$ cat src/include/tcs_pkg.sv
// Package for the temperature conversion sequencer
`default_nettype none
package tcs_pkg;
   // ==========================================================
   // Register map
   localparam logic [3:0] ADDR_CONFIG   = 4'h0;
   localparam logic [3:0] ADDR_RATE     = 4'h1;
   localparam logic [3:0] ADDR_COMMAND  = 4'h2;
   localparam logic [3:0] ADDR_STATUS   = 4'h3;
   localparam logic [3:0] ADDR_LOCAL    = 4'h4;
   localparam logic [3:0] ADDR_REMOTE   = 4'h5;
   localparam logic [3:0] ADDR_LOCAL_X  = 4'h6;
   localparam logic [3:0] ADDR_REMOTE_X = 4'h7;
   localparam logic [3:0] ADDR_LIM1     = 4'h8;
   localparam logic [3:0] ADDR_LIM2     = 4'h9;
   // ==========================================================
   // Fields and values
   localparam int         CFG_SENSOR_BIT  = 5;
   localparam int         CFG_STANDBY_BIT = 6;
   localparam int         STAT_BUSY_BIT   = 7;
   localparam logic [7:0] CMD_ONE_SHOT    = 8'h0F;
   localparam logic [7:0] CONFIG_RESET    = 8'h00;
   localparam logic [3:0] RATE_RESET      = 4'h8;   // 16 Hz
   localparam logic [3:0] RATE_EXT_MAX    = 4'h6;   // 4 Hz
   localparam logic [3:0] RATE_MAX        = 4'h8;
   localparam logic [7:0] LIMIT_RESET     = 8'h7F;
   // ==========================================================
   // Timing
   localparam int CLK_HZ         = 100_000_000;
   localparam int INTEG_MS       = 60;
   localparam int INTEG_CYCLES   = INTEG_MS * (CLK_HZ / 1000);
   localparam int SLOWEST_PERIOD = 16 * CLK_HZ;  // 0.0625 Hz

   typedef struct packed {
      logic [3:0] addr;
      logic [7:0] wdata;
      logic       wr;
      logic       rd;
   } tcs_bus_s;

   typedef struct packed {
      logic [10:0] local_t;
      logic [10:0] remote_t;
   } tcs_result_s;
endpackage
`default_nettype wire

$ cat src/logic/tcs_sequencer.sv
// Conversion sequencer and standby control for a two-channel sensor
`timescale 1ns/100ps
`default_nettype none
module tcs_sequencer #(
   parameter int INTEG_CYCLES   = tcs_pkg::INTEG_CYCLES,
   parameter int SLOWEST_PERIOD = tcs_pkg::SLOWEST_PERIOD
) (
   input  wire logic        i_clk_sys,
   input  wire logic        i_rst,
   input  wire logic [3:0]  i_addr,
   input  wire logic [7:0]  i_wdata,
   input  wire logic        i_wr,
   input  wire logic        i_rd,
   output logic      [7:0]  o_rdata,
   input  wire logic        i_standby_pin_n,
   input  wire logic [10:0] i_adc_data,
   output logic             o_adc_sel_remote,
   output logic             o_adc_enable,
   output logic             o_sensor_pnp,
   output logic             o_overtemp_alarm_first_n,
   output logic             o_overtemp_alarm_second_n
);
   // A period shorter than a full extended sequence would never leave time to idle
   if (INTEG_CYCLES < 2 || SLOWEST_PERIOD < 4 * INTEG_CYCLES)
   begin : g_bad_timing
      $error("tcs_sequencer: bad timing parameters");
   end

   typedef enum {TCS_IDLE, TCS_LOCAL, TCS_REMOTE} tcs_state_e;

   localparam int CW = $clog2(SLOWEST_PERIOD + 1);

   tcs_pkg::tcs_bus_s    bus;
   tcs_pkg::tcs_result_s result_reg;
   tcs_state_e           state_reg;
   logic [7:0]           config_reg;
   logic [3:0]           rate_reg;
   logic [7:0]           limit1_reg;
   logic [7:0]           limit2_reg;
   logic [CW-1:0]        period_cnt_reg;
   logic [CW-1:0]        phase_cnt_reg;
   logic [10:0]          local_tmp_reg;
   logic                 one_shot_reg;
   logic                 shot_mode_reg;
   logic                 sw_standby;
   logic                 hw_standby;
   logic                 standby;
   logic                 one_shot_req;
   logic                 period_done;
   logic                 start;
   logic                 extended;
   logic [CW-1:0]        phase_len;
   logic                 phase_last;

   assign bus = '{addr: i_addr, wdata: i_wdata, wr: i_wr, rd: i_rd};

   // Rate code n gives period of SLOWEST_PERIOD >> n
   function automatic logic [CW-1:0] rate_period(input logic [3:0] code);
      logic [CW-1:0] p;
      p = CW'(SLOWEST_PERIOD);
      return p >> code;
   endfunction

   // Scale an 8-bit limit onto the 11-bit result grid
   function automatic logic [10:0] limit_ext(input logic [7:0] lim);
      return {lim, 3'b000};
   endfunction

   // Legacy rates drop the fraction bits
   function automatic logic [10:0] to_grid(input logic [10:0] raw, input logic ext);
      return ext ? raw : {raw[10:3], 3'b000};
   endfunction

   // ==========================================================
   // Standby and request decode
   assign sw_standby   = config_reg[tcs_pkg::CFG_STANDBY_BIT];
   assign hw_standby   = !i_standby_pin_n;
   assign standby      = sw_standby || hw_standby;
   // one-shot only honoured outside hardware standby
   assign one_shot_req = bus.wr && bus.addr == tcs_pkg::ADDR_COMMAND
                         && bus.wdata == tcs_pkg::CMD_ONE_SHOT && !hw_standby;
   assign extended     = shot_mode_reg || rate_reg <= tcs_pkg::RATE_EXT_MAX;
   // Extended mode doubles integration time
   assign phase_len    = extended ? CW'(2 * INTEG_CYCLES) : CW'(INTEG_CYCLES);
   // At or past the end, so a rate change mid-phase cannot run the count away
   assign phase_last   = phase_cnt_reg >= phase_len - CW'(1);
   assign period_done  = period_cnt_reg == '0;
   // A one-shot latched just before the pin fell must not start either
   assign start        = state_reg == TCS_IDLE && !hw_standby
                         && ((!sw_standby && period_done) || one_shot_reg);

   // ==========================================================
   // Registers written by software
   always_ff @(posedge i_clk_sys)
   begin
      if (i_rst)
      begin
         config_reg <= tcs_pkg::CONFIG_RESET;
         rate_reg   <= tcs_pkg::RATE_RESET;
         limit1_reg <= tcs_pkg::LIMIT_RESET;
         limit2_reg <= tcs_pkg::LIMIT_RESET;
      end
      else if (bus.wr)
      begin
         case (bus.addr)
            tcs_pkg::ADDR_CONFIG: config_reg <= bus.wdata;
            tcs_pkg::ADDR_RATE:
               if (bus.wdata[3:0] <= tcs_pkg::RATE_MAX)
                  rate_reg <= bus.wdata[3:0];
            tcs_pkg::ADDR_LIM1:   limit1_reg <= bus.wdata;
            tcs_pkg::ADDR_LIM2:   limit2_reg <= bus.wdata;
            default: ;
         endcase
      end
   end

   // ==========================================================
   // One-shot request latch; set wins over consumption
   always_ff @(posedge i_clk_sys)
   begin
      if (i_rst)
         one_shot_reg <= 1'b0;
      else if (one_shot_req)
         one_shot_reg <= 1'b1;
      else if (hw_standby || state_reg == TCS_IDLE)
         one_shot_reg <= 1'b0;
   end

   // ==========================================================
   // Rate timer, counts from each sequence start
   always_ff @(posedge i_clk_sys)
   begin
      if (i_rst)
         period_cnt_reg <= '0;
      else if (start)
         period_cnt_reg <= rate_period(rate_reg) - CW'(1);
      else if (!period_done)
         period_cnt_reg <= period_cnt_reg - CW'(1);
   end

   // ==========================================================
   // Sequence state machine
   always_ff @(posedge i_clk_sys)
   begin
      if (i_rst)
      begin
         state_reg     <= TCS_IDLE;
         phase_cnt_reg <= '0;
         shot_mode_reg <= 1'b0;
      end
      else if (state_reg != TCS_IDLE && (hw_standby
               || (sw_standby && !shot_mode_reg)))
      begin
         state_reg <= TCS_IDLE;
         shot_mode_reg <= 1'b0;
      end
      else
      begin
         case (state_reg)
            TCS_IDLE:
               if (start)
               begin
                  state_reg     <= TCS_LOCAL;
                  shot_mode_reg <= one_shot_reg;
                  phase_cnt_reg <= '0;
               end
            TCS_LOCAL:
               if (phase_last)
               begin
                  state_reg     <= TCS_REMOTE;
                  phase_cnt_reg <= '0;
               end
               else
                  phase_cnt_reg <= phase_cnt_reg + CW'(1);
            TCS_REMOTE:
               if (phase_last)
               begin
                  state_reg     <= TCS_IDLE;
                  shot_mode_reg <= 1'b0;
               end
               else
                  phase_cnt_reg <= phase_cnt_reg + CW'(1);
            default: state_reg <= TCS_IDLE;
         endcase
      end
   end

   // ==========================================================
   // Results: published together at the end of the sequence
   always_ff @(posedge i_clk_sys)
   begin
      if (i_rst)
      begin
         local_tmp_reg <= '0;
         result_reg    <= '0;
      end
      else if (!hw_standby && (!sw_standby || shot_mode_reg)
               && phase_last)
      begin
         if (state_reg == TCS_LOCAL)
            local_tmp_reg <= to_grid(i_adc_data, extended);
         else if (state_reg == TCS_REMOTE)
         begin
            result_reg.local_t  <= local_tmp_reg;
            result_reg.remote_t <= to_grid(i_adc_data, extended);
         end
      end
   end

   // ==========================================================
   // Converter controls and alarms
   always_ff @(posedge i_clk_sys)
   begin
      if (i_rst)
      begin
         o_adc_enable              <= 1'b0;
         o_adc_sel_remote          <= 1'b0;
         o_sensor_pnp              <= 1'b0;
         o_overtemp_alarm_first_n  <= 1'b1;
         o_overtemp_alarm_second_n <= 1'b1;
      end
      else
      begin
         o_adc_enable     <= state_reg != TCS_IDLE;
         o_adc_sel_remote <= state_reg == TCS_REMOTE;
         o_sensor_pnp     <= config_reg[tcs_pkg::CFG_SENSOR_BIT];
         o_overtemp_alarm_first_n  <= !($signed(result_reg.remote_t)
                                        > $signed(limit_ext(limit1_reg)));
         o_overtemp_alarm_second_n <= !($signed(result_reg.remote_t)
                                        > $signed(limit_ext(limit2_reg)));
      end
   end

   // ==========================================================
   // Read port, data one cycle after the strobe
   always_ff @(posedge i_clk_sys)
   begin
      if (i_rst)
         o_rdata <= '0;
      else if (bus.rd)
      begin
         case (bus.addr)
            tcs_pkg::ADDR_CONFIG:   o_rdata <= config_reg;
            tcs_pkg::ADDR_RATE:     o_rdata <= {4'h0, rate_reg};
            tcs_pkg::ADDR_STATUS:   o_rdata <= {state_reg != TCS_IDLE, 7'h00};
            tcs_pkg::ADDR_LOCAL:    o_rdata <= result_reg.local_t[10:3];
            tcs_pkg::ADDR_REMOTE:   o_rdata <= result_reg.remote_t[10:3];
            tcs_pkg::ADDR_LOCAL_X:  o_rdata <= {result_reg.local_t[2:0], 5'h00};
            tcs_pkg::ADDR_REMOTE_X: o_rdata <= {result_reg.remote_t[2:0], 5'h00};
            tcs_pkg::ADDR_LIM1:     o_rdata <= limit1_reg;
            tcs_pkg::ADDR_LIM2:     o_rdata <= limit2_reg;
            default:                o_rdata <= 8'h00;
         endcase
      end
      else
         o_rdata <= 8'h00;
   end
endmodule
`default_nettype wire

$ cat config.mk
export PLATFORM = sky130hd
export DESIGN_NAME = tcs_sequencer
export DESIGN_NICKNAME = d
export VERILOG_FILES = /design/src/include/tcs_pkg.sv /design/src/logic/tcs_sequencer.sv
export SDC_FILE = /design/constraint.sdc
export NUM_CORES = 1
export LEC_CHECK = 0
export BUFFER_PORTS_ARGS = -buffer_cell sky130_fd_sc_hd__buf_2
export CORE_AREA = 4 4 105 206
export CTS_BUF_LIST = sky130_fd_sc_hd__clkbuf_8
export DETAILED_ROUTE_END_ITERATION = 16
export DIE_AREA = 0 0 109 210
export MAX_ROUTING_LAYER = met4
export PLACE_DENSITY_LB_ADDON = 0.2
export SYNTH_ARGS = -nofsm -noshare
export SYNTH_HDL_FRONTEND = slang
export SYNTH_SLANG_ARGS = --single-unit
$ cat constraint.sdc
create_clock -name i_clk_sys -period 5 [get_ports i_clk_sys]
set_input_delay 0.5 -clock i_clk_sys [delete_from_list [all_inputs] [get_ports i_clk_sys]]
set_output_delay 0.5 -clock i_clk_sys [all_outputs]
set_load 0.005 [all_outputs]
Word level (Yosys, flattened, before mapping)
Index checks and enable logic that the tools add are counted.
Widths: inputs -> output; s select.
Storage, ports and cells
  bits in registers: 170
  latch bits: 0
  bits in writable memories: 0
  memory bits (read-only): 0
  output and inout bits: 13
  memories: 0
Operators by class
  add/sub/neg operators: 4
  multiply operators: 0
  div/mod/pow operators: 0
  magnitude comparators: 5
  eq/ne operators: 19
  shifts and indexed selects: 1
  muxes and demuxes: 18
  bitwise operators: 3
  reductions and logical operators: 39
Operators with widths (count)
  $mux 31: 5
  $mux 32: 3
  $pmux 32 s3: 1
  $pmux 31 s3: 1
  $pmux 8 s9: 1
  $eq 32x2->1 const B: 2
  $logic_not 32->1: 2
  $sub 31x1->31 const B: 2
  $eq 32x1->1 const B: 1
  $eq 32x3->1 const B: 1
  $reduce_bool 32->1: 1
  $add 31x1->31 const B: 1
  $ge 31x31->1: 1
  $logic_not 31->1: 1
  $shr 31x4->31 const A: 1
  $sub 24x1->25 const B: 1
  $mux 24: 1
  $gt 11x11->1: 2
  $eq 4x3->1 const B: 4
  $reduce_and 3->1: 4
  $logic_and 1x1->1: 10
  $eq 4x2->1 const B: 2
  $eq 4x4->1 const B: 2
  $eq 8x4->1 const B: 1
  other kinds (17): 38

Depth between registers and ports, before layout
Gate-level depths: netlist of run 1.
  word-level depth: 7
  mapped depth: 15

Least setup slack after synthesis of run 1
No wires, ideal clock.
  path type: reg2reg
  from: register rate_reg[2]
  to: register result_reg[10] (netlist name)
  library setup time: 0.128 ns
  arrival: 3.465 ns
  data required time: 4.872 ns
  slack: 1.407 ns
  stages on the path, launching flop included: 15
  buffers on the path: 3
  clock period less this slack: 3.593 ns
  cells stage by stage: dfxtp_1 buf_2 buf_1 nand3_1 a21oi_1 inv_1 ha_1 a21oi_1 o211ai_1 o221ai_1 a211oi_2 o211ai_1 buf_2 mux2i_1 nor2_1
Between the ends
  word-level cells in the longest chain between the ends: 7
Ends and longest elaborated chain
  from (decl): RTL line tcs_sequencer.sv:37  | logic [3:0] rate_reg;
  from (signal assigned): RTL line tcs_sequencer.sv:99  | rate_reg <= tcs_pkg::RATE_RESET;
  from (signal assigned): RTL line tcs_sequencer.sv:109  | rate_reg <= bus.wdata[3:0];
  $le 4x3->1: RTL line tcs_sequencer.sv:82  | assign extended = shot_mode_reg || rate_reg <= tcs_pkg::RATE_EXT_MAX;
  $logic_or 1x1->1: RTL line tcs_sequencer.sv:82
  $mux 24: RTL line tcs_sequencer.sv:84  | assign phase_len = extended ? CW'(2 * INTEG_CYCLES) : CW'(INTEG_CYCLES);
  $sub 24x1->25: RTL line tcs_sequencer.sv:86  | assign phase_last = phase_cnt_reg >= phase_len - CW'(1);
  $ge 31x31->1: RTL line tcs_sequencer.sv:86
  $logic_and 1x1->1: RTL line tcs_sequencer.sv:198  | && phase_last)
  $reduce_and 3->1 (no line)
  to (decl): RTL line tcs_sequencer.sv:34  | tcs_pkg::tcs_result_s result_reg;
No other way between the ends.
A chain may end at the register's enable or synchronous reset.

Worst setup path after layout of run 1
  from: register period_cnt_reg[17]
  to: register period_cnt_reg[30]
Between the ends
  word-level cells in the longest chain between the ends: 5
Ends and longest elaborated chain
  from (decl): RTL line tcs_sequencer.sv:40  | logic [CW-1:0] period_cnt_reg;
  from (signal assigned): RTL line tcs_sequencer.sv:136  | period_cnt_reg <= rate_period(rate_reg) - CW'(1);
  from (signal assigned): RTL line tcs_sequencer.sv:138  | period_cnt_reg <= period_cnt_reg - CW'(1);
  branches (longest 5 deep; another with $sub 31x1->31)
Several ways; the timed one is not identified. The select of a mux whose other input is x is not followed.

==> impl_results.md, run 1 <==
- Post-synth ARST share: 0%
- Layout cell share with drive strength beyond 1: 11.6%
- Fillers: 2,078
- Post-synth top cells: dfxtp_1 (140), nor2_1 (115), a21oi_1 (70)
- Flop2flop setup slack: 1100 ps
- Post-synthesis sequential area ratio: 35.5%
- F_max: 0.257 GHz
- Area delta synth->final: 10.8%
- IO Port Bufs: 40
- Period utilization: 77.9%
- Clock-pin slew of the registers on the worst-case setup and hold paths: 80 ps
- Die width: 109 um
- Clock root buffer: clkbuf_8
- Max-cap viol count: 0
- Finished Core Util: 43.8%
- Yosys top cell area share: 35.5%
- Area of the multi-input gates: 4720 um^2
- Die area: 22,900 um^2
- CTS tree: built
- TritonRoute pass-1 iters: 7
- Clk Latency, worst-skew pair: 480 ps
- Status: finished, final reports clean
- Final slew viol count: 0
- IO Pins: 41
- CTS Buf Count: 17
- Primary FF master, synth: dfxtp_1
- Area contributors post-synth: dfxtp_1 (35%), mux2i_1 (8.6%), nor2_1 (5.5%)
- Nets: 1,043
- Initial antenna violation count: 0
- Vias in the first global route: 7,390
- Required time of the critical path: 5360 ps
- FP Rows: 73
- Starting DRT DRC Count: 307
- Die height: 210 um
- Maximum level of the CTS H-tree: 4
- Setup repair bufs after CTS: 0
- Syn Std Cell Area: 7900 um^2
- Total length of routed wires: 24,300 um
- Arr. time, crit path: 4260 ps
- Clock tree buffer depth: 2
- Final hold vios: 0
- Post-Syn Area per Cell: 8.23 um^2
- Ant. Diodes: 0
- Slew HR: 30.0%
- Post-CTS Hold Fix Bufs: 0
- DRC: 0
- VDD IR-drop max: 237 uV
- Setup Viol. Count Final: 0
- Static leakage: 3.56 nW
- Largest net degree at the start of global routing: 66
- Setup TNS: 0 ps
- Post-synthesis register bit count: 140
- Number of clock sinks: 140
- Cell Pwr Density: 360 nW/um^2
- Post-synth cell types: 69
- Core area: 20,000 um^2
- Crit path kind: flop to flop
- Routed Antenna Nets: 0
- GRT Residual Overflow: 0
- Wirelength per Cell: 19.3 um
- Most common cell in the netlist: dfxtp_1
- Yosys warns: 0
- GP Congestion: 1.00
- Nature of the critical path startpoint: flop
- PostCTS Resize Cnt: 0
- CP max FO: 12
- Synth area leader: dfxtp_1
- Syn nets: 1,021
- Final Power: 3.15 mW
- Hold Path Depth: 2
- Crit. End Element: flop
- Gate Count Post-Synth: 960
- Routed vias/inst: 5.83
- Minimum clock period: 3900 ps
- Total GRT Usage: 22.8%
- First-pass GRT wire length: 39,000 um
- Path category of the worst min-delay check: input pin to flop
- Initial core utilization: 39.5%
- FF/Latch Area: 2800 um^2
- HPWL Detailed: 18,200 um
- Post-synth EDFFs: 0
- Via Count: 7,326
- Worst-margin pin slew: 1050 ps
- RSZ-0062 raised after global routing: false
- R2R depth: 10
- Setup Skew: 24.2 ps
-- critical path, stage by stage (launching register included) --
cell and delay (ps):
dfxtp_1 320, or4_1 720, nor4_4 360, and4_1 550, nor2_2 120, a21boi_0 240, ha_1 220, nand3_1 230
a21oi_1 540, a41oi_1 190, o31a_1 300
-- layout make-up --
class	instances	area share (%)
repair buffers	61	4.09
multi-input cells	724	53.9
inverters	38	1.63
well taps	262	3.75
clock buffers	21	3.30
flip-flops and latches	140	32.0
clock inverters	11	1.32
-- per-stage QoR --
step	cell area, um^2	std cells	setup WS (ps)	hold slack [ps]
after detailed placement	8350	1225	1220	444
after CTS	8750	1257	1210	191
after global placement	8350	1225	1320	442
final	8750	1257	1100	239
after global routing	8750	1257	934	204
after floorplan	7900	960	1410	430
-- metal layers --
layer / GRT usage, % / part of all wire, % / vias up / wire length [um]
met2: 39.2 / 53 / 212 / 13000
met1: 22.9 / 36 / 3469 / 8860
met3: 4.32 / 3.2 / 94 / 770
met5: - / 0 / - / 0
li1: - / - / 3551 / -
met4: 15.2 / 7.1 / 0 / 1710
-- kinds of logic (layout without fill, tap and decap cells) --
group | count (synthesis) | after routing | share of synthesized area (%)
flops | 140 | 140 | 35.5
compound gates | 231 | 231 | 19.0
buf+inv | 96 | 131 | 4.96
mux | 73 | 73 | 9.75
xor+xnor | 14 | 14 | 1.55
simple gates | 373 | 373 | 24.0
fa+ha+maj | 33 | 33 | 5.22
-- cell usage in the layout (no fill, tap or decap), drive strengths merged, types with 11 or more instances in the layout --
cell type	Yosys	routed
ha	33	33
nand3	33	33
and3	11	11
nand2	67	67
o21ai	45	45
mux2i	68	68
nor2	116	116
clkbuf	34	21
a21oi	70	70
nor2b	15	15
nor3	30	30
o21a	13	13
inv	38	40
dfxtp	140	140
o211ai	19	19
buf	24	61
nand4	26	26
nor3b	11	11
or3	11	11
-- power breakdown --
group          internal (mW)  switching (mW)  leakage, nW
clock                  0.492           0.453        0.205
combinational          0.344           0.609         2.23
sequential              1.19          0.0601         1.13
total                   2.03            1.12         3.56
-- path summary, 6_finish.rpt --
check,from,end
max reg2reg,period_cnt_reg[17],period_cnt_reg[30]
min reg2reg,phase_cnt_reg[24],phase_cnt_reg[24]
min,i_rst,phase_cnt_reg[3]
max,period_cnt_reg[17],period_cnt_reg[30]
Power figures use the tool's default switching activity.
==> run 2, diff against run 1 <==
clock period = 3.15 ns   (was 5 ns; I/O delays follow)
==> impl_results.md, run 2 (synthesis gave the netlist of run 1 again) <==
- Total GRT Usage: 22.5% (-0.28 points)
- First-pass GRT wire length: 38,800 um (-0.65%)
- Largest net degree at the start of global routing: 48 (-27%)
- F_max: 0.346 GHz (+35%)
- Via Count: 7,349 (+0.31%)
- Flop2flop setup slack: 260 ps (-840 ps)
- Hold Path Depth: 3 (+1)
- Cell Pwr Density: 576 nW/um^2 (+60%)
- Final slew viol count: 0 (unchanged)
- Static leakage: 3.66 nW (+2.6%)
- Non-Filler Instances: 1,276 (+1.5%)
- Reg2reg start: rate_reg[0]
- Die width: 109 um (unchanged)
- Die area: 22,900 um^2 (unchanged)
- Number of clock sinks: 140 (unchanged)
- Clock-pin slew of the registers on the worst-case setup and hold paths: 90 ps (about the same)
- Layout cell share with drive strength beyond 1: 14.4% (+2.8 points)
- VDD IR-drop max: 402 uV (+69%)
- Switching Share: 36.4% (+0.77 points)
- Fillers: 2,028 (-2.4%)
- P_sw: 1.88 mW (+67%)
- Critical R2R Capture: local_tmp_reg[10]
- Starting DRT DRC Count: 411 (+34%)
- WHS Endpoint: result_reg[10]
- Final hold vios: 0 (unchanged)
- Status: finished, final reports clean
- Period utilization: 91.8% (+14 points)
- Clock tree buffer depth: 2 (unchanged)
- TritonRoute pass-1 iters: 5 (-2)
- Minimum clock period: 2890 ps (-1010 ps)
- Total length of routed wires: 24,200 um (-0.45%)
- FP Rows: 73 (unchanged)
- Post-route cell area: 8960 um^2 (+2.4%)
- Setup Skew: 10.5 ps (-13.7 ps)
- Path category of the worst min-delay check: input pin to flop
- Wirelength per Cell: 19.0 um (-1.9%)
- Maximum level of the CTS H-tree: 4 (unchanged)
- Routed Antenna Nets: 0 (unchanged)
- Setup Viol. Count Final: 0 (unchanged)
- Nets: 1,062 (+1.8%)
- Most frequent cells in the layout: dfxtp_1 (140), nor2_1 (115), mux2i_1 (68), a21oi_1 (67), nand2_1 (66)
- GRT Residual Overflow: 0 (unchanged)
- Ant. Diodes: 0 (unchanged)
- Worst-margin pin slew: 726 ps (-321 ps)
- Internal power: 3.28 mW (+62%)
- IO Pins: 41 (unchanged)
- Initial antenna violation count: 0 (unchanged)
- Clock power frac: 29.4% (-0.6 points)
- Max-cap viol count: 0 (unchanged)
- Nature of the critical path startpoint: flop
- DRC: 0 (unchanged)
- Finished Core Util: 44.8% (+1.1 points)
- Post-DP Area: 8530 um^2 (+2.1%)
- CTS tree: built
- Crit path kind: flop to flop
- IO Port Bufs: 40 (unchanged)
- CTS Buf Count: 17 (unchanged)
- HPWL Detailed: 18,100 um (-0.65%)
- Core area: 20,000 um^2 (unchanged)
- Slew HR: 51.4% (+21 points)
- Area delta synth->final: 13.4%
- Vias in the first global route: 7,392 (+0.027%)
- Most common cell after layout, fill and taps aside: dfxtp_1
- Comb pwr share: 31.9% (+1.6 points)
- Sequential share of power: 38.7% (-1.1 points)
- CP max FO: 11 (-1)
- R2R depth: 13 (+3)
- Routed vias/inst: 5.76 (-1.2%)
- Arr. time, crit path: 3230 ps (-1030 ps)
- GP Congestion: 0.957 (-4.5%)
- Worst Hold Launch: i_adc_data[10]
- Cells after DPL: 1,243 (+1.5%)
- Initial core utilization: 39.5% (unchanged)
- Required time of the critical path: 3490 ps (-1870 ps)
- Clock root buffer: clkbuf_8
- Clk Latency, worst-skew pair: 470 ps (about the same)
- Crit. End Element: flop
- Die height: 210 um (unchanged)
run 2: worst max-delay path by stage:
stage                     depth (start not counted)                 end          startpoint  slack (ps)
after global placement                           12   phase_cnt_reg[18]         rate_reg[0]         180
final                                            13   local_tmp_reg[10]         rate_reg[0]         260
after global routing                             11  period_cnt_reg[24]  period_cnt_reg[18]        -0.3
after floorplan                                  14  period_cnt_reg[26]  period_cnt_reg[20]         -50
after CTS                                        10  period_cnt_reg[24]  period_cnt_reg[18]         110
after detailed placement                         10  period_cnt_reg[24]  period_cnt_reg[18]         130
run 2: critical path: stages, from the launching register on:
cell and delay [ps]:
dfxtp_1 340, nand3_1 110, a21oi_4 210, inv_2 100
ha_1 320, nand3_1 80, nor3_1 280, o221ai_2 160
a211oi_2 410, buf_4 210, o211ai_1 90, buf_4 230
mux2i_1 160, nor2_1 50
run 2: per-layer routing:
metal  wire length, um  vias to the layer above  global-route usage [%]
li1                  -                     3579                       -
met4              1490                        0                    13.8
met2             13100                      192                    39.5
met3               820                       79                    3.86
met1              8790                     3499                    22.8
met5                 0                        -                       -
run 2: cell type report:
type | count | area (um^2) | share of cell area [%]
flip-flops and latches | 140 | 2800 | 31.3
repair buffers | 80 | 513 | 5.72
clock inverters | 14 | 159 | 1.77
clock buffers | 18 | 248 | 2.76
inverters | 38 | 143 | 1.59
multi-input cells | 724 | 4770 | 53.2
well taps | 262 | 328 | 3.66
run 2: power groups by stage:
stage	clock network [mW]	logic [mW]	registers, mW
floorplan	0	1.13	2.00
global placement	0	1.61	2.04
detailed placement	0	1.61	2.04
CTS	1.57	1.62	2.00
global route	1.64	1.81	2.01
finish	1.52	1.65	2.00
run 2: metrics by stage:
stage	setup TNS (ps)	setup slack (ps)	power, mW	hold WS [ps]
6_report	0	259	5.16	95.1
5_1_grt	-0.294	-0.294	5.46	92.4
3_3_place_gp	0	179	3.64	442
2_1_floorplan	-145	-54.9	3.13	430
4_1_cts	0	113	5.18	58.1
3_5_place_dp	0	134	3.65	446
run 2: timing repair:
| item | CTS | global route |
|---|---|---|
| gates resized for setup | 0 | 5 |
| buffers inserted | 0 | 1 |
| hold buffers | 0 | 0 |
| endpoints found under the setup margin | 0 | 21 |
==> run 3, diff against run 2 <==
--- a/config.mk
+++ b/config.mk
@@ -6,9 +6,10 @@
 export NUM_CORES = 1
 export LEC_CHECK = 0
+export ABC_AREA = 1
 export BUFFER_PORTS_ARGS = -buffer_cell sky130_fd_sc_hd__buf_2
-export CORE_AREA = 4 4 105 206
+export CORE_AREA = 4 4 109 214
 export CTS_BUF_LIST = sky130_fd_sc_hd__clkbuf_8
 export DETAILED_ROUTE_END_ITERATION = 16
-export DIE_AREA = 0 0 109 210
+export DIE_AREA = 0 0 113 218
 export MAX_ROUTING_LAYER = met4
 export PLACE_DENSITY_LB_ADDON = 0.2
==> constraint.sdc (replaced) <==
create_clock -name i_clk_sys -period 3.15 [get_ports i_clk_sys]
set_input_delay 0.315 -clock i_clk_sys [delete_from_list [all_inputs] [get_ports i_clk_sys]]
set_output_delay 0.315 -clock i_clk_sys [all_outputs]
set_load 0.02 [all_outputs]
==> impl_results.md, run 3 <==
- Status: finished, final reports clean
- Worst Setup EP: period_cnt_reg[22]
- Setup Viol. Count Final: 0 (unchanged)
- Total length of routed wires: 27,200 um (+13%)
- Largest family of logic cells by synthesized area: simple AND/OR/NAND/NOR gates
- Synth area leader: dfxtp_1
- CTS tree: built
- Crit path kind: flop to flop
- Internal power: 4.18 mW (+27%)
- Pre-CTS WS: 153 ps (+19.4 ps)
- Post-synth cell types: 53 (-23%)
- Setup Skew: 13.4 ps (+2.93 ps)
- Post-synthesis register bit count: 140 (unchanged)
- FP Rows: 76 (+4.1%)
- Nets: 1,395 (+31%)
- Minimum clock period: 2890 ps (-2.87 ps)
- Sequential share of power: 28.5% (-10 points)
- Via Count: 8,504 (+16%)
- F_max: 0.346 GHz (about the same)
- Fraction of synthesized cell area in xor and xnor cells: 0.821% (-0.73 points)
- Switching Share: 47.1% (+11 points)
- Initial antenna violation count: 0 (unchanged)
- GP Congestion: 1.06 (+11%)
- Area delta synth->final: 11.3%
- Final setup margin: 262 ps (+2.87 ps)
- CTS Buf Count: 17 (unchanged)
- Cell mode on critical path: nor2_1
- VDD IR-drop max: 329 uV (-18%)
- Routed vias/inst: 5.25 (-8.9%)
- Worst path slowest cell: dfxtp_1
- Wirelength per Cell: 16.8 um (-11%)
- Layout cell share with drive strength beyond 1: 13.4% (-0.96 points)
- Area contributors post-synth: dfxtp_1 (33%), nand2_1 (12%), nor2_1 (9.4%)
- Multiplexer area fraction after synthesis: 0% (-9.8 points)
- CP max FO: 18 (+7)
- R2R depth: 20 (+7)
- Yosys warns: 0 (unchanged)
- Syn Std Cell Area: 8540 um^2 (+8.0%)
- DRC: 0 (unchanged)
- Maximum level of the CTS H-tree: 4 (unchanged)
- Slowest cell delay on critical path: 320 ps (-90 ps)
- IO Pins: 41 (unchanged)
- Clock tree buffer depth: 2 (unchanged)
- Clock root buffer: clkbuf_8
- Post-DP Area: 9030 um^2 (+5.9%)
- Final hold vios: 0 (unchanged)
- Slew HR: 52.8% (+1.4 points)
- Post-route cell area: 9500 um^2 (+6.0%)
- Required time of the critical path: 3490 ps (about the same)
- Post-synth top cells: nand2_1 (266), nor2_1 (213), dfxtp_1 (140)
- Routed Antenna Nets: 0 (unchanged)
- Die area: 24,600 um^2 (+7.6%)
- CP Cell Sequence: nor2_1 > nand2_1 > nor2_1 > nand2_1 > nor2_2 > nand2_2 > nand2_4 > nand2_4 > buf_4 > o21ai_2 > inv_1 > ha_1 > nand3_4 > inv_1 > nand2_1 > nor2_1 > nand3_1 > o21ai_1 > nand3_1 > nor2_1
- Clk Latency, worst-skew pair: 470 ps (about the same)
- Synth Area in Compound Gates: 15.5% (-3.5 points)
- Final slew viol count: 0 (unchanged)
- Yosys top cell area share: 32.8% (-2.6 points)
- Vias in the first global route: 8,450 (+14%)
- P_sw: 3.71 mW (+98%)
- Post-Syn Area per Cell: 6.58 um^2 (-20%)
- Most common cell after layout, fill and taps aside: nand2_1
- Most frequent cells in the layout: nand2_1 (266), nor2_1 (213), dfxtp_1 (140), inv_1 (134), nand3_1 (92)
- Arr. time, crit path: 3230 ps (about the same)
- Starting DRT DRC Count: 373 (-9.2%)
- Comb pwr share: 49.9% (+18 points)
- Primary FF master, synth: dfxtp_1
- Most common cell in the netlist: nand2_1
- Critical path origin: period_cnt_reg[20]
- Reg2reg start: period_cnt_reg[20]
- Non-Filler Instances: 1,621 (+27%)
- Simple-gate share of the synthesized area: 36.4% (+12 points)
- Clock-pin slew of the registers on the worst-case setup and hold paths: 90 ps (about the same)
- Flop2flop setup slack: 260 ps (about the same)
- Period utilization: 91.7% (about the same)
- Critical R2R Capture: period_cnt_reg[22]
- Number of clock sinks: 140 (unchanged)
- RSZ-0062 raised after global routing: true
- TritonRoute pass-1 iters: 5 (unchanged)
- Post-synthesis sequential area ratio: 32.8% (-2.6 points)
- Clock power frac: 21.5% (-7.9 points)
- GRT Residual Overflow: 0 (unchanged)
- Post-synth EDFFs: 0 (unchanged)
- Initial core utilization: 39.5% (about the same)
- Syn nets: 1,358 (+33%)
- Cell Pwr Density: 831 nW/um^2 (+44%)
- Static leakage: 4.34 nW (+19%)
- Cells after DPL: 1,588 (+28%)
- Worst-margin pin slew: 707 ps (-18.5 ps)
- Post-CTS Hold Fix Bufs: 0 (unchanged)
- Total GRT Usage: 23.2% (+0.65 points)
- IO Port Bufs: 40 (unchanged)
- Nature of the critical path startpoint: flop
- Gate Count Post-Synth: 1,297 (+35%)
- Largest net degree at the start of global routing: 54 (+13%)
- Crit. End Element: flop
- Die height: 218 um (+3.8%)
- Post-synth ARST share: 0% (unchanged)
- Path category of the worst min-delay check: input pin to flop
- Max-cap viol count: 0 (unchanged)
- Core area: 21,600 um^2 (+7.9%)
- PostCTS Resize Cnt: 0 (unchanged)
- Die width: 113 um (+3.7%)
- First-pass GRT wire length: 43,300 um (+12%)
- HPWL Detailed: 21,200 um (+17%)
- Adder-cell share of the synthesized area: 4.84% (-0.39 points)
- Setup repair bufs after CTS: 0 (unchanged)
## run 3: cell types whose count changed after synthesis, moves of 12 or more
cell	previous run	this run
nor3_1	30	18
nand2_2	1	23
mux2i_1	68	0
inv_1	38	134
nand2_1	66	266
o21ai_0	42	86
nor2_1	115	213
nor2_2	1	21
nand3_1	33	93
nor2b_1	15	0
## run 3: worst max-delay path, delay by kind of cell (launching register included)
kind / cells / cell delay (ps)
AOI/OAI and AO/OA: 2 / 260
adders and majority gates: 1 / 220
buffers and inverters: 3 / 360
DFF: 1 / 320
and+or+nand+nor: 14 / 1590
## run 3: worst min-delay path by stage
stage	from	endpoint	slack, ps	cells after the start
finish	i_standby_pin_n	one_shot_reg	90	3
global route	i_standby_pin_n	one_shot_reg	100	3
CTS	i_standby_pin_n	one_shot_reg	70	3
detailed placement	config_reg[4]	config_reg[4]	440	2
global placement	config_reg[4]	config_reg[4]	440	2
floorplan	config_reg[4]	config_reg[4]	420	2
## run 3: final cells by class
cell class,instances,area [um^2]
fillers,2310,12100
multi-input cells,964,4930
flip-flops and latches,140,2800
inverters,141,532
repair buffers,70,438
well taps,273,342
clock buffers,18,248
clock inverters,14,206
diodes,1,2.50
## run 3: stage by stage
step	setup TNS, ps	power, mW	hold slack [ps]	utilization (%)
finish	0	7.89	89.6	44.0
global route	-193	8.51	98.8	44.0
CTS	0	7.93	65.1	43.9
detailed placement	0	6.21	441	41.8
global placement	0	6.19	437	41.8
floorplan	0	5.15	424	-
## run 3: per-layer routing
layer  vias up  track usage [%]  share of wire (%)
met3        92             3.25                3.4
met4         0             15.7                6.8
met5         -                -                  0
met2       230             43.5                 55
met1      3856             21.1                 35
li1       4326                -                  -
## run 3: power groups by stage
stage | Sequential, mW | Clock, mW | Combinational (mW)
6_report | 2.25 | 1.70 | 3.94
4_1_cts | 2.25 | 1.74 | 3.93
5_1_grt | 2.29 | 1.81 | 4.41
3_5_place_dp | 2.29 | 0 | 3.92
3_3_place_gp | 2.29 | 0 | 3.90
2_1_floorplan | 2.22 | 0 | 2.93
## run 3: cell families after synthesis
family | after synthesis
simple gates | 692
compound gates | 231
buf+inv | 193
flops | 140
fa+ha+maj | 33
xor+xnor | 8
